==> src/rtl/press_stroke_pkg.sv <==
// Constants shared by the press single-stroke controller and its helpers.
package press_stroke_pkg;
    // ---------------------------------------------------------------
    // Clock and time base
    // ---------------------------------------------------------------
    localparam int CLK_PERIOD_NS = 10;
    localparam int MS_PERIOD_NS = 1000000;
    localparam int MS_TICK_CYCLES = MS_PERIOD_NS / CLK_PERIOD_NS;
    localparam int TICK_W = 17;
    localparam int MS_PER_S = 1000;
    localparam int MS_W = 10;
    // ---------------------------------------------------------------
    // Acknowledge pulse limits
    // ---------------------------------------------------------------
    localparam int ACK_MIN_SHORT_MS = 100;
    localparam int ACK_MIN_LONG_MS = 350;
    localparam int ACK_MAX_S = 30;
    localparam int ACK_CNT_W = 15;
    localparam logic [ACK_CNT_W-1:0] ACK_MAX_MS = ACK_CNT_W'(ACK_MAX_S * MS_PER_S);
    // ---------------------------------------------------------------
    // Upstroke muting
    // ---------------------------------------------------------------
    localparam int MUTE_S_W = 13;
    localparam int MUTE_MAX_S_LIMIT = 7200;
    // ---------------------------------------------------------------
    // Configuration encodings
    // ---------------------------------------------------------------
    localparam logic [2:0] IL_NONE = 3'h1;
    localparam logic [2:0] IL_ALWAYS = 3'h2;
    localparam logic [2:0] IL_RUN_PERM = 3'h3;
    localparam logic [2:0] IL_SEP_PERM = 3'h4;
    localparam logic [2:0] IL_PERM = 3'h5;
    localparam logic [1:0] MUTE_NONE = 2'h1;
    localparam logic [1:0] MUTE_SAFETY = 2'h2;
    localparam logic [1:0] MUTE_SAFETY_RUN = 2'h3;
    // ---------------------------------------------------------------
    // Synchronised input vector layout and startup fill
    // ---------------------------------------------------------------
    localparam int PIN_N = 7;
    localparam int IDX_RUN = 0;
    localparam int IDX_STATIC = 1;
    localparam int IDX_START = 2;
    localparam int IDX_SAFE = 3;
    localparam int IDX_SEP = 4;
    localparam int IDX_PHASE = 5;
    localparam int IDX_ACK = 6;
    localparam logic [1:0] SYNC_FILL = 2'h3;
endpackage : press_stroke_pkg

==> src/rtl/press_ctl_if.sv <==
// Signals shared between the controller and its timing helpers.
`timescale 1ns/10ps
`default_nettype none
interface press_ctl_if;
    import press_stroke_pkg::*;
    logic ms_tick;
    logic ack_lvl;
    logic ack_long;
    logic ack_valid;
    logic phase_lvl;
    logic mute_start;
    logic [MUTE_S_W-1:0] mute_max_s;
    logic mute_window;
    modport ctrl (output ms_tick, ack_lvl, ack_long, phase_lvl, mute_start, mute_max_s,
                  input ack_valid, mute_window);
    modport ack_chk (input ms_tick, ack_lvl, ack_long, output ack_valid);
    modport mute_tmr (input ms_tick, phase_lvl, mute_start, mute_max_s, output mute_window);
endinterface : press_ctl_if
`default_nettype wire

==> src/rtl/ack_pulse_check.sv <==
// Validates low-high-low acknowledge pulses by the length of the high phase.
`timescale 1ns/10ps
`default_nettype none
module ack_pulse_check
    import press_stroke_pkg::*;
(
    input wire logic clk_sys_i,
    input wire logic rst_i,
    press_ctl_if.ack_chk ctl
);
    logic high_ff;
    logic valid_ff;
    logic [ACK_CNT_W-1:0] cnt_ff;
    logic [ACK_CNT_W-1:0] min_ms;

    assign min_ms = ctl.ack_long ? ACK_CNT_W'(ACK_MIN_LONG_MS) : ACK_CNT_W'(ACK_MIN_SHORT_MS);
    assign ctl.ack_valid = valid_ff;

    always_ff @(posedge clk_sys_i or posedge rst_i) begin
        if (rst_i) begin
            high_ff <= 1'b0;
        end else begin
            high_ff <= ctl.ack_lvl;
        end
    end

    // The count saturates one past the limit so over-long pulses stay refused.
    always_ff @(posedge clk_sys_i or posedge rst_i) begin
        if (rst_i) begin
            cnt_ff <= '0;
        end else if (!ctl.ack_lvl) begin
            cnt_ff <= '0;
        end else if (ctl.ms_tick && cnt_ff <= ACK_MAX_MS) begin
            cnt_ff <= cnt_ff + 1'b1;
        end
    end

    always_ff @(posedge clk_sys_i or posedge rst_i) begin
        if (rst_i) begin
            valid_ff <= 1'b0;
        end else begin
            valid_ff <= high_ff && !ctl.ack_lvl && cnt_ff >= min_ms && cnt_ff <= ACK_MAX_MS;
        end
    end
endmodule : ack_pulse_check
`default_nettype wire

==> src/rtl/upstroke_mute_timer.sv <==
// Time window for upstroke muting, started by the upstroke-phase rising edge.
`timescale 1ns/10ps
`default_nettype none
module upstroke_mute_timer
    import press_stroke_pkg::*;
(
    input wire logic clk_sys_i,
    input wire logic rst_i,
    press_ctl_if.mute_tmr ctl
);
    logic [MS_W-1:0] ms_ff;
    logic [MUTE_S_W-1:0] sec_ff;
    logic win_ff;

    assign ctl.mute_window = win_ff;

    // Window ends on expiry or phase fall.
    always_ff @(posedge clk_sys_i or posedge rst_i) begin
        if (rst_i) begin
            ms_ff <= '0;
            sec_ff <= '0;
            win_ff <= 1'b0;
        end else if (ctl.mute_start) begin
            ms_ff <= '0;
            sec_ff <= '0;
            win_ff <= 1'b1;
        end else if (!ctl.phase_lvl) begin
            win_ff <= 1'b0;
        end else if (win_ff && ctl.ms_tick) begin
            if (ms_ff == MS_W'(MS_PER_S - 1)) begin
                ms_ff <= '0;
                sec_ff <= sec_ff + 1'b1;
                if (sec_ff + 1'b1 >= ctl.mute_max_s) begin
                    win_ff <= 1'b0;
                end
            end else begin
                ms_ff <= ms_ff + 1'b1;
            end
        end
    end
endmodule : upstroke_mute_timer
`default_nettype wire

==> src/rtl/press_single_stroke_control.sv <==
// Press single-stroke enable controller with restart interlock and upstroke muting.
//
// Functional notes
// - Stroke end rising edge always drops enable.
// - Run request rise with permit raises enable.
// - Unconfigured inputs and outputs have no effect.
// - Pending shows only while all permits high.
// - Deselect: safety low at stroke end does not lock.
// - Mode 1: never interlocked, rise resumes.
// - Mode 2: starts locked, every stop locks.
// - Mode 3: stroke end stop does not lock.
// - Modes 4/5: listed stop causes lock.
// - Jog stops on run fall; single does not.
// - Muting mode 1: no muting at all.
// - Mode 2 mutes safety permit in window.
// - Mode 3 mutes safety and run request.
// - Muting 1 to 7200 s; ack 100/350 ms.
// - Valid ack pulse clears the interlock while pending.
// - Static low or pending forces enable low.
// - Muting ends when its timer expires.
// - Start permit checked only while rising.
`timescale 1ns/10ps
`default_nettype none
module press_single_stroke_control
    import press_stroke_pkg::*;
#(
    parameter int TICK_CYCLES = MS_TICK_CYCLES
) (
    input wire logic clk_sys_i,
    input wire logic rst_i,
    input wire logic run_req_i,
    input wire logic static_permit_i,
    input wire logic start_permit_i,
    input wire logic safety_permit_i,
    input wire logic stroke_end_position_i,
    input wire logic upstroke_phase_i,
    input wire logic ack_i,
    input wire logic [2:0] cfg_interlock_mode_i,
    input wire logic cfg_start_permit_en_i,
    input wire logic cfg_safety_permit_en_i,
    input wire logic cfg_run_single_i,
    input wire logic [1:0] cfg_mute_mode_i,
    input wire logic [MUTE_S_W-1:0] cfg_mute_max_s_i,
    input wire logic cfg_ack_long_i,
    input wire logic cfg_sep_deselect_i,
    output logic press_enable_o,
    output logic interlock_pending_o
);
    // ---------------------------------------------------------------
    // Elaboration checks
    // ---------------------------------------------------------------
    if (TICK_CYCLES < 1 || TICK_CYCLES >= (1 << TICK_W)) begin : g_bad_tick
        $error("TICK_CYCLES out of range");
    end
    if (MUTE_MAX_S_LIMIT >= (1 << MUTE_S_W)) begin : g_bad_mute
        $error("Muting counter too narrow");
    end

    // ---------------------------------------------------------------
    // Input synchronisers and edge detection
    // ---------------------------------------------------------------
    logic [PIN_N-1:0] meta_ff;
    logic [PIN_N-1:0] sync_ff;
    logic [PIN_N-1:0] prev_ff;
    logic [1:0] fill_ff;
    logic edges_ok;
    logic [PIN_N-1:0] pins;
    logic [PIN_N-1:0] rise;
    logic [PIN_N-1:0] fall;

    assign pins = {ack_i, upstroke_phase_i, stroke_end_position_i, safety_permit_i,
                   start_permit_i, static_permit_i, run_req_i};

    always_ff @(posedge clk_sys_i or posedge rst_i) begin
        if (rst_i) begin
            meta_ff <= '0;
            sync_ff <= '0;
        end else begin
            meta_ff <= pins;
            sync_ff <= meta_ff;
        end
    end

    always_ff @(posedge clk_sys_i or posedge rst_i) begin
        if (rst_i) begin
            prev_ff <= '0;
        end else begin
            prev_ff <= sync_ff;
        end
    end

    // Edges blocked until history holds real levels.
    always_ff @(posedge clk_sys_i or posedge rst_i) begin
        if (rst_i) begin
            fill_ff <= '0;
        end else if (fill_ff != SYNC_FILL) begin
            fill_ff <= fill_ff + 1'b1;
        end
    end

    assign edges_ok = (fill_ff == SYNC_FILL);
    assign rise = edges_ok ? (sync_ff & ~prev_ff) : '0;
    assign fall = edges_ok ? (~sync_ff & prev_ff) : '0;

    // ---------------------------------------------------------------
    // Millisecond time base
    // ---------------------------------------------------------------
    logic [TICK_W-1:0] tick_cnt_ff;
    logic ms_tick_ff;

    always_ff @(posedge clk_sys_i or posedge rst_i) begin
        if (rst_i) begin
            tick_cnt_ff <= '0;
            ms_tick_ff <= 1'b0;
        end else if (tick_cnt_ff == TICK_W'(TICK_CYCLES - 1)) begin
            tick_cnt_ff <= '0;
            ms_tick_ff <= 1'b1;
        end else begin
            tick_cnt_ff <= tick_cnt_ff + 1'b1;
            ms_tick_ff <= 1'b0;
        end
    end

    // ---------------------------------------------------------------
    // Effective permits and muting
    // ---------------------------------------------------------------
    logic run_s;
    logic static_s;
    logic sep_s;
    logic start_ok;
    logic safety_eff;
    logic il_off;
    logic mute_en;
    logic mute_active;
    logic run_muted;
    logic safety_ok;
    logic enable_ff;
    logic interlock_ff;

    press_ctl_if ctl ();

    assign run_s = sync_ff[IDX_RUN];
    assign static_s = sync_ff[IDX_STATIC];
    assign sep_s = sync_ff[IDX_SEP];
    // Absent optional inputs read as satisfied.
    assign start_ok = !cfg_start_permit_en_i || sync_ff[IDX_START];
    assign safety_eff = !cfg_safety_permit_en_i || sync_ff[IDX_SAFE];
    assign il_off = (cfg_interlock_mode_i == IL_NONE);

    // Muting only in modes 2 and 3.
    assign mute_en = (cfg_mute_mode_i == MUTE_SAFETY) || (cfg_mute_mode_i == MUTE_SAFETY_RUN);
    // Bridges the safety permit while the window runs.
    assign mute_active = mute_en && enable_ff && static_s && sync_ff[IDX_PHASE] && ctl.mute_window;
    // Run request is bridged only in mode 3.
    assign run_muted = mute_active && (cfg_mute_mode_i == MUTE_SAFETY_RUN);
    assign safety_ok = safety_eff || mute_active;

    // ---------------------------------------------------------------
    // Helper timers
    // ---------------------------------------------------------------
    assign ctl.ms_tick = ms_tick_ff;
    assign ctl.ack_lvl = sync_ff[IDX_ACK] && !il_off;
    // Ack minimum choice and muting limit.
    assign ctl.ack_long = cfg_ack_long_i;
    assign ctl.mute_max_s = cfg_mute_max_s_i;
    assign ctl.phase_lvl = sync_ff[IDX_PHASE] && mute_en;
    // Timer starts on the phase rising edge.
    assign ctl.mute_start = rise[IDX_PHASE] && mute_en;

    ack_pulse_check u_ack (
        .clk_sys_i(clk_sys_i),
        .rst_i(rst_i),
        .ctl(ctl.ack_chk)
    );

    upstroke_mute_timer u_mute (
        .clk_sys_i(clk_sys_i),
        .rst_i(rst_i),
        .ctl(ctl.mute_tmr)
    );

    // ---------------------------------------------------------------
    // Stop causes
    // ---------------------------------------------------------------
    logic sep_stop;
    logic run_stop;
    logic static_stop;
    logic safety_stop;
    logic sep_desel;
    logic lock_set;
    logic drop;
    logic start;

    // Stroke end edge stops whatever the configuration.
    assign sep_stop = rise[IDX_SEP];
    // Run fall stops only in jog mode.
    assign run_stop = enable_ff && !cfg_run_single_i && !run_s && !run_muted;
    assign static_stop = fall[IDX_STATIC] || (enable_ff && !static_s);
    assign safety_stop = cfg_safety_permit_en_i && !safety_ok
                         && (enable_ff || fall[IDX_SAFE]);
    // Safety low at the stroke end may skip the lock.
    assign sep_desel = cfg_sep_deselect_i && sep_s;

    // Lock causes differ per mode; the permit causes are shared by modes 2 to 5.
    always_comb begin
        lock_set = 1'b0;
        case (cfg_interlock_mode_i)
            IL_NONE: lock_set = 1'b0;
            IL_ALWAYS: lock_set = (sep_stop && enable_ff) || run_stop;
            // Stroke end stop does not lock.
            IL_RUN_PERM: lock_set = run_stop;
            // Stroke end locks in modes 2 and 4 only.
            IL_SEP_PERM: lock_set = sep_stop && enable_ff;
            IL_PERM: lock_set = 1'b0;
            default: lock_set = 1'b0;
        endcase
        if (!il_off) begin
            lock_set = lock_set || static_stop || (safety_stop && !sep_desel);
        end
    end

    // ---------------------------------------------------------------
    // Restart interlock
    // ---------------------------------------------------------------
    // A set in the same cycle as a valid ack wins, so no stop is lost.
    always_ff @(posedge clk_sys_i or posedge rst_i) begin
        if (rst_i) begin
            interlock_ff <= 1'b1;
        end else if (il_off) begin
            interlock_ff <= 1'b0;
        end else if (lock_set) begin
            interlock_ff <= 1'b1;
        end else if (ctl.ack_valid && interlock_pending_o) begin
            interlock_ff <= 1'b0;
        end
    end

    // Pending needs every configured permit high.
    assign interlock_pending_o = interlock_ff && !il_off && static_s && start_ok && safety_eff;

    // ---------------------------------------------------------------
    // Press enable
    // ---------------------------------------------------------------
    assign drop = sep_stop || run_stop || !static_s || (cfg_safety_permit_en_i && !safety_ok)
                  || interlock_ff;
    // Start permit only matters for the rise.
    // Run request rise with permits starts a stroke.
    assign start = !enable_ff && rise[IDX_RUN] && static_s && start_ok && safety_eff
                   && !interlock_ff;

    // Enable comes out of reset low.
    always_ff @(posedge clk_sys_i or posedge rst_i) begin
        if (rst_i) begin
            enable_ff <= 1'b0;
        end else if (drop) begin
            enable_ff <= 1'b0;
        end else if (start) begin
            enable_ff <= 1'b1;
        end
    end

    // Static permit gates the output without delay.
    assign press_enable_o = enable_ff && static_s && !interlock_ff;
endmodule : press_single_stroke_control
`default_nettype wire

==> config.mk <==
export PLATFORM = sky130hd
export DESIGN_NAME = press_single_stroke_control
export DESIGN_NICKNAME = d
export VERILOG_FILES = /design/src/rtl/press_stroke_pkg.sv /design/src/rtl/press_ctl_if.sv /design/src/rtl/ack_pulse_check.sv /design/src/rtl/upstroke_mute_timer.sv /design/src/rtl/press_single_stroke_control.sv
export SDC_FILE = /design/constraint.sdc
export NUM_CORES = 1
export LEC_CHECK = 0
export ABC_AREA = 0
export ABC_CLOCK_PERIOD_IN_PS = 5100
export BUFFER_PORTS_ARGS = -buffer_cell sky130_fd_sc_hd__buf_4
export CORE_MARGIN = 4
export CORE_UTILIZATION = 60
export CTS_CLUSTER_DIAMETER = 100
export DETAILED_ROUTE_END_ITERATION = 8
export PLACE_DENSITY = 0.8
export SYNTH_ARGS = -nofsm -noshare
export SYNTH_HDL_FRONTEND = slang
export SYNTH_SLANG_ARGS = --single-unit
==> constraint.sdc <==
create_clock -name clk_sys_i -period 5.1 [get_ports clk_sys_i]
set_input_delay 0.765 -clock clk_sys_i [delete_from_list [all_inputs] [get_ports clk_sys_i]]
set_output_delay 0.765 -clock clk_sys_i [all_outputs]
set_load 0.02 [all_outputs]
==> metrics.txt, run 1 <==
status=finished, final reports clean; Die Y=roughly 93 um; Final setup viols=0; Mapped Cells=between 400 and 500; Async SR Flop Fraction=100.0%; Leak=2.259 nW; num rows=30; register area share after synthesis=47.09%; vias after detailed routing=between 3000 and 4000; HPWL after detailed placement=6337 um; GP Congestion=~0.9; RSZ-0062 raised after global routing=false; Ys Warns=0; Post-synth EDFFs=0; DIE WIDTH=93.25 um; drt first pass iters=4; Final Hold Vio Count=0; DRT iter0 DRCs=around 160; FF-to-FF path depth=9; register bit total from synthesis=82; Placed Area=4696 um^2; syn nets=504; core area=6944 um^2; hold path startpoint=meta_ff[3]; Area growth syn-to-layout=13.11%; worst hold path type=reg2reg; Non-Filler Instances=585; worst r2r dst=u_mute.ctl.mute_window; H-Tree Depth=3; grt ovf=0; count leader, synth=dfrtp_1; WP data required=approximately 5.3 ns; worst hold stages=0; flop2flop setup slack=2.58 ns; top-area cell type share of the netlist area=46.48%; CP Class=reg2reg; crit start category=flop; Post-CTS Setup Bufs=0; Avg Cell Area, Syn=approximately 9.7 um^2; share of cells above drive strength 1=approximately an eighth; hold_buf cts=0; Max transition margin=22.89%; Max FO, Critical Path=6; number of diodes=0; # fillers=541; final setup TNS=0 ns; gr usage total=approximately 22%; Die ar.=8696 um^2; Sink Count=82; residual DRC count=0; VDD IR max=approximately 0.00022 V; clock slew at reported path FFs=around 0.090 ns; Max Cap Violations=0; clk_lat worst skew=around 0.35 ns; final setup skew=approximately 0.012 ns; Antenna Violating Nets Remaining=0; dpl cells=569; CTS Buf Count=9; drt total wl=8764 um; post-route cell area=between 4000 and 5000 um^2; IO Port Bufs=33; nets@finish=539; Slew @ Worst Pin=1.155 ns; ranking of synthesized cells by area=dfrtp_1, ha_1, xor2_1; CTS tree=yes; Routed WL per cell=14.98 um; Setup WS post-layout=2.579 ns; initial cell density of the core=62.79%; Crit path arrival time=2.76 ns; end of the worst hold path=sync_ff[3]; largest net degree at the start of global routing=45; endpoint class of the critical path=flop; Clock Tree Root=clkbuf_8; period utilization=49.43%; shortest period the worst path allows=2.521 ns; P per Cell Area=between 200 and 300 nW/um^2; Gates resized, CTS repair=0; count of pins over their slew limit=0; main flop type after synthesis=dfrtp_1; most instantiated cells after synthesis=dfrtp_1, nand2_1, nor2_1; Max Freq=around 400 MHz; initial antenna violation count=0; Synth area leader=dfrtp_1; Max Root-Sink Buffers=2; Yosys cell types=54; number of global-route vias before repair=3422; Cell Area, Synth=4360 um^2; IO Pins=34; routed vias/inst=5.879; RR Startpoint=u_mute.sec_ff[0]; dpl ws=2.609 ns; first-pass GRT wire length=15340 um
## worst max path at each step
stage,startpoint,endpoint,slack [ns],depth (start not counted)
detailed placement,u_mute.sec_ff[0],u_mute.ctl.mute_window,2.61,9
finish,u_mute.sec_ff[0],u_mute.ctl.mute_window,2.58,9
global route,u_mute.sec_ff[0],u_mute.ctl.mute_window,2.44,9
global placement,u_mute.sec_ff[0],u_mute.ctl.mute_window,2.72,9
floorplan,rst_i,ctl.ms_tick,2.23,1
CTS,u_mute.sec_ff[0],u_mute.ctl.mute_window,2.59,9
## cell usage in the layout, fill, tap and decap left out, types with 3 or more instances in the layout
cell      instances
nand2_1          44
xnor2_1          15
ha_1             23
nor2b_1           3
nor2_1           31
nand2b_1          9
o21ai_0          14
xor2_1           19
o21ai_1          13
and3_1            8
nor4_1            3
and3b_1           4
clkbuf_8         11
and4_1            6
nor3_1            9
a21oi_1          27
o211ai_1          5
nand4_1          15
a31oi_1           4
a211o_1           3
or3_1            10
a21o_1            3
dfrtp_1          81
nand3_1          21
buf_4            35
inv_1            23
or4_1             5
o31ai_1           6
## per-layer routing
metal	global-route usage, %	wire, um
met2	36.69	4290
met4	7.448	126
met1	28.39	3976
met3	4.907	371
met5	0	0
## power by group
group          leakage [nW]  switching, mW  internal (mW)
Sequential             1.07        0.00731          0.661
Combinational          1.07         0.0398         0.0307
Clock                 0.116          0.242          0.305
Total                  2.26          0.289          0.997
## logic make-up (layout without fill, tap and decap cells)
group / count (synthesis) / after routing / share of synthesized area [%]
AND/OR/NAND/NOR: 181 / 181 / 22.53
AO/OA/AOI/OAI: 91 / 91 / 13.20
flip-flops: 82 / 82 / 47.09
buffers and inverters: 36 / 76 / 3.271
XOR/XNOR: 34 / 34 / 6.829
adder cells (fa/ha/maj): 23 / 23 / 6.600
multiplexers: 2 / 2 / 0.4878
## sequential cells by signal, indices dropped and copies added, names as in the netlist
register and cells:
u_mute.ctl.mute_window 1, ctl.ms_tick 1, enable_ff 1, fill_ff 2
u_ack.ctl.ack_valid 1, sync_ff 7, u_ack.cnt_ff 15, u_ack.high_ff 1
meta_ff 7, interlock_ff 1, prev_ff 5, u_mute.sec_ff 13
u_mute.ms_ff 10, tick_cnt_ff 17
## critical path, cell delays in order, from the launching register on
cell and delay (ns):
dfrtp_1 0.46, ha_1 0.26, inv_1 0.08, nor3_1 0.41
nand2_1 0.18, xnor2_1 0.16, ha_1 0.30, nand3_1 0.12
nor4_1 0.34, o31ai_1 0.11
## area by class of cell
cell class              instances  area, um^2  area share (%)
inverters                      25       95.09           1.928
well taps                      96       120.1           2.435
multi-input cells             331        2165           43.89
repair buffers                 35       262.8           5.327
clock inverters                 5       85.08           1.725
clock buffers                  11       151.4           3.070
flip-flops and latches         82        2053           41.63
## stage by stage
| stage | power, mW | hold slack, ns | util [%] |
|---|---|---|---|
| 3_3_place_gp | 0.7501 | 0.3331 | 67.62 |
| 3_5_place_dp | 0.7527 | 0.3362 | 67.62 |
| 2_1_floorplan | 0.7186 | 0.3312 | - |
| 4_1_cts | 1.297 | 0.3556 | 71.03 |
| 5_1_grt | 1.338 | 0.3596 | 71.03 |
| 6_report | 1.287 | 0.3526 | 71.03 |
Power figures use the tool's default switching activity.
==> run 2: changes to the inputs <==
- ABC_CLOCK_PERIOD_IN_PS: 5100 -> 2600
- clock period: 5.1 -> 2.6 ns (I/O delays scaled with it)
==> run 2 against run 1 <==
Die area is the same. Worst setup slack lost 2.4 ns. Non-clock buffer count grew 6. Maximum frequency grew 6.0%. Critical path depth shrank 4. Sequential power grew 96%. Hold slack lost 0.21 ns. Global-route usage grew 0.14 points. Clock skew is essentially flat. Design area grew 0.58%. Largest cell class unchanged.
==> metrics.txt, run 2 (synthesized netlist as in run 1, its figures left out) <==
worst r2r dst=u_ack.cnt_ff[11]; post-route cell area=4961 um^2 (+0.58%); DIE WIDTH=93.25 um (unchanged); H-Tree Depth=3 (unchanged); flop2flop setup slack=0.22 ns (-2.36 ns); core area=6944 um^2 (unchanged); grt ovf=0 (unchanged); final setup TNS=0 ns (unchanged); hold_buf cts=0 (unchanged); nets@finish=545 (+1.1%); initial antenna violation count=0 (unchanged); endpoint class of the critical path=flop; dpl cells=575 (+1.1%); Die ar.=8696 um^2 (unchanged); RR Startpoint=u_ack.cnt_ff[9]; Leak=2.282 nW (+0.99%); Max FO, Critical Path=23 (+17); Final setup viols=0 (unchanged); Max Root-Sink Buffers=2 (unchanged); post-layout util=71.44% (+0.41 points); number of global-route vias before repair=3493 (+2.1%); dpl ws=0.2490 ns (-2.360 ns); Sink Count=82 (unchanged); shortest period the worst path allows=2.379 ns (-0.1418 ns); Stages on worst setup path=5 (-4); VDD IR max=0.0004168 V (+89%); commonest cells after routing, fill and taps aside=dfrtp_1, nand2_1, buf_4, nor2_1, a21oi_1; num rows=30 (unchanged); clk_lat worst skew=0.35 ns (about the same); WHS=0.1462 ns (-0.2064 ns); residual DRC count=0 (unchanged); CP peak stage delay=0.57 ns (+0.11 ns); Critical-path top delay cell=or4_4; FF-to-FF path depth=5 (-4); critical-path cell list=or4_4, nor4_4, a211oi_2, or4_1, a21oi_1; end of the worst hold path=meta_ff[2]; Reg with most FFs=tick_cnt_ff; Pwr Total=2.392 mW (+86%); first-pass GRT wire length=15630 um (+1.9%); largest registers=tick_cnt_ff x17, u_ack.cnt_ff x15, u_mute.sec_ff x13; crit start category=flop; HPWL after detailed placement=6704 um (+5.8%); CP delay by family, top=simple AND/OR/NAND/NOR gates; worst hold stages=1 (+1); Antenna Violating Nets Remaining=0 (unchanged); register area=2053 um^2 (unchanged); number of diodes=0 (unchanged); clock slew at reported path FFs=0.09 ns (about the same); most common cell after layout, fill and taps aside=dfrtp_1; Placed Area=4753 um^2 (+1.2%); hold path startpoint=start_permit_i; routed vias/inst=5.878 (about the same); GP Congestion=0.9348 (+2.6%); Setup WS post-layout=0.2211 ns (-2.358 ns); Clock Tree Root=clkbuf_8; P per Cell Area=482.2 nW/um^2 (+85%); Non-Filler Instances=591 (+1.0%); period utilization=91.50% (+42 points); Die Y=93.25 um (unchanged); vias after detailed routing=3474 (+1.0%); WP data required=2.87 ns (-2.47 ns); status=finished, final reports clean; RSZ-0062 raised after global routing=false; Max Freq=420.4 MHz (+6.0%); CP Class=reg2reg; Routed WL per cell=15.40 um (+2.8%); drt total wl=9103 um (+3.9%); drt first pass iters=4 (unchanged); Final Hold Vio Count=0 (unchanged); worst hold path type=in2reg; IO Port Bufs=33 (unchanged); multi-input logic area=2170 um^2 (+0.23%); count of pins over their slew limit=0 (unchanged); # fillers=530 (-2.0%); share of cells above drive strength 1=13.54% (+1.3 points); Slew @ Worst Pin=1.220 ns (+0.06580 ns); Bufs and invs on worst path=0 (-1); Crit path arrival time=2.65 ns (-0.11 ns); crit path from=u_ack.cnt_ff[9]; initial cell density of the core=62.79% (unchanged); largest net degree at the start of global routing=45 (unchanged); Largest register FFs=17 (unchanged); CTS tree=yes; CTS Buf Count=9 (unchanged); Area growth syn-to-layout=13.77%; gr usage total=22.16% (+0.14 points); Max transition margin=18.49% (-4.4 points); final setup skew=0.01174 ns (-0.0002079 ns); IO Pins=34 (unchanged); Max Cap Violations=0 (unchanged); DRT iter0 DRCs=107 (-31%)
==> run 2: report_power, final <==
| part | internal, mW | switching, mW | total (mW) |
|---|---|---|---|
| registers | 1.30 | 0.0147 | 1.31 |
| logic | 0.0656 | 0.0810 | 0.147 |
| clock network | 0.472 | 0.462 | 0.934 |
| total | 1.83 | 0.558 | 2.39 |
==> run 2: layout make-up <==
class / instances / share of cell area, %
Sequential cell: 82 / 41.39
Inverter: 25 / 1.917
Timing Repair Buffer: 41 / 6.456
Clock inverter: 6 / 1.311
Clock buffer: 10 / 2.774
Multi-Input combinational cell: 331 / 43.73
Tap cell: 96 / 2.421
==> run 2: worst max-delay path by stage <==
stage	slack (ns)	endpoint
2_1_floorplan	0.10	ctl.ms_tick
3_3_place_gp	0.34	u_mute.ctl.mute_window
3_5_place_dp	0.25	u_mute.ctl.mute_window
4_1_cts	0.24	u_mute.ctl.mute_window
5_1_grt	0.06	u_ack.cnt_ff[6]
6_report	0.22	u_ack.cnt_ff[11]
==> run 2: timing repair <==
| item | 4_1_cts | 5_1_grt |
|---|---|---|
| endpoints found under the setup margin | 0 | 1 |
| gates resized for setup | 0 | 1 |
| buffers inserted | 0 | 0 |
==> run 2: worst reg2reg max path: cells and delay by family, from the launching register on <==
| kind | cells | cell delay, ns |
|---|---|---|
| simple gates | 3 | 1.35 |
| compound gates | 2 | 0.48 |
| flops | 1 | 0.47 |
==> run 2: metal layers <==
layer | GRT usage (%) | routed length [um] | vias up | part of all wire, %
li1 | - | - | 1700 | -
met1 | 28.39 | 4057 | 1684 | 45
met2 | 37.88 | 4583 | 72 | 50
met3 | 3.701 | 275 | 18 | 3.0
met4 | 7.814 | 187 | 0 | 2.1
met5 | 0 | 0 | - | 0
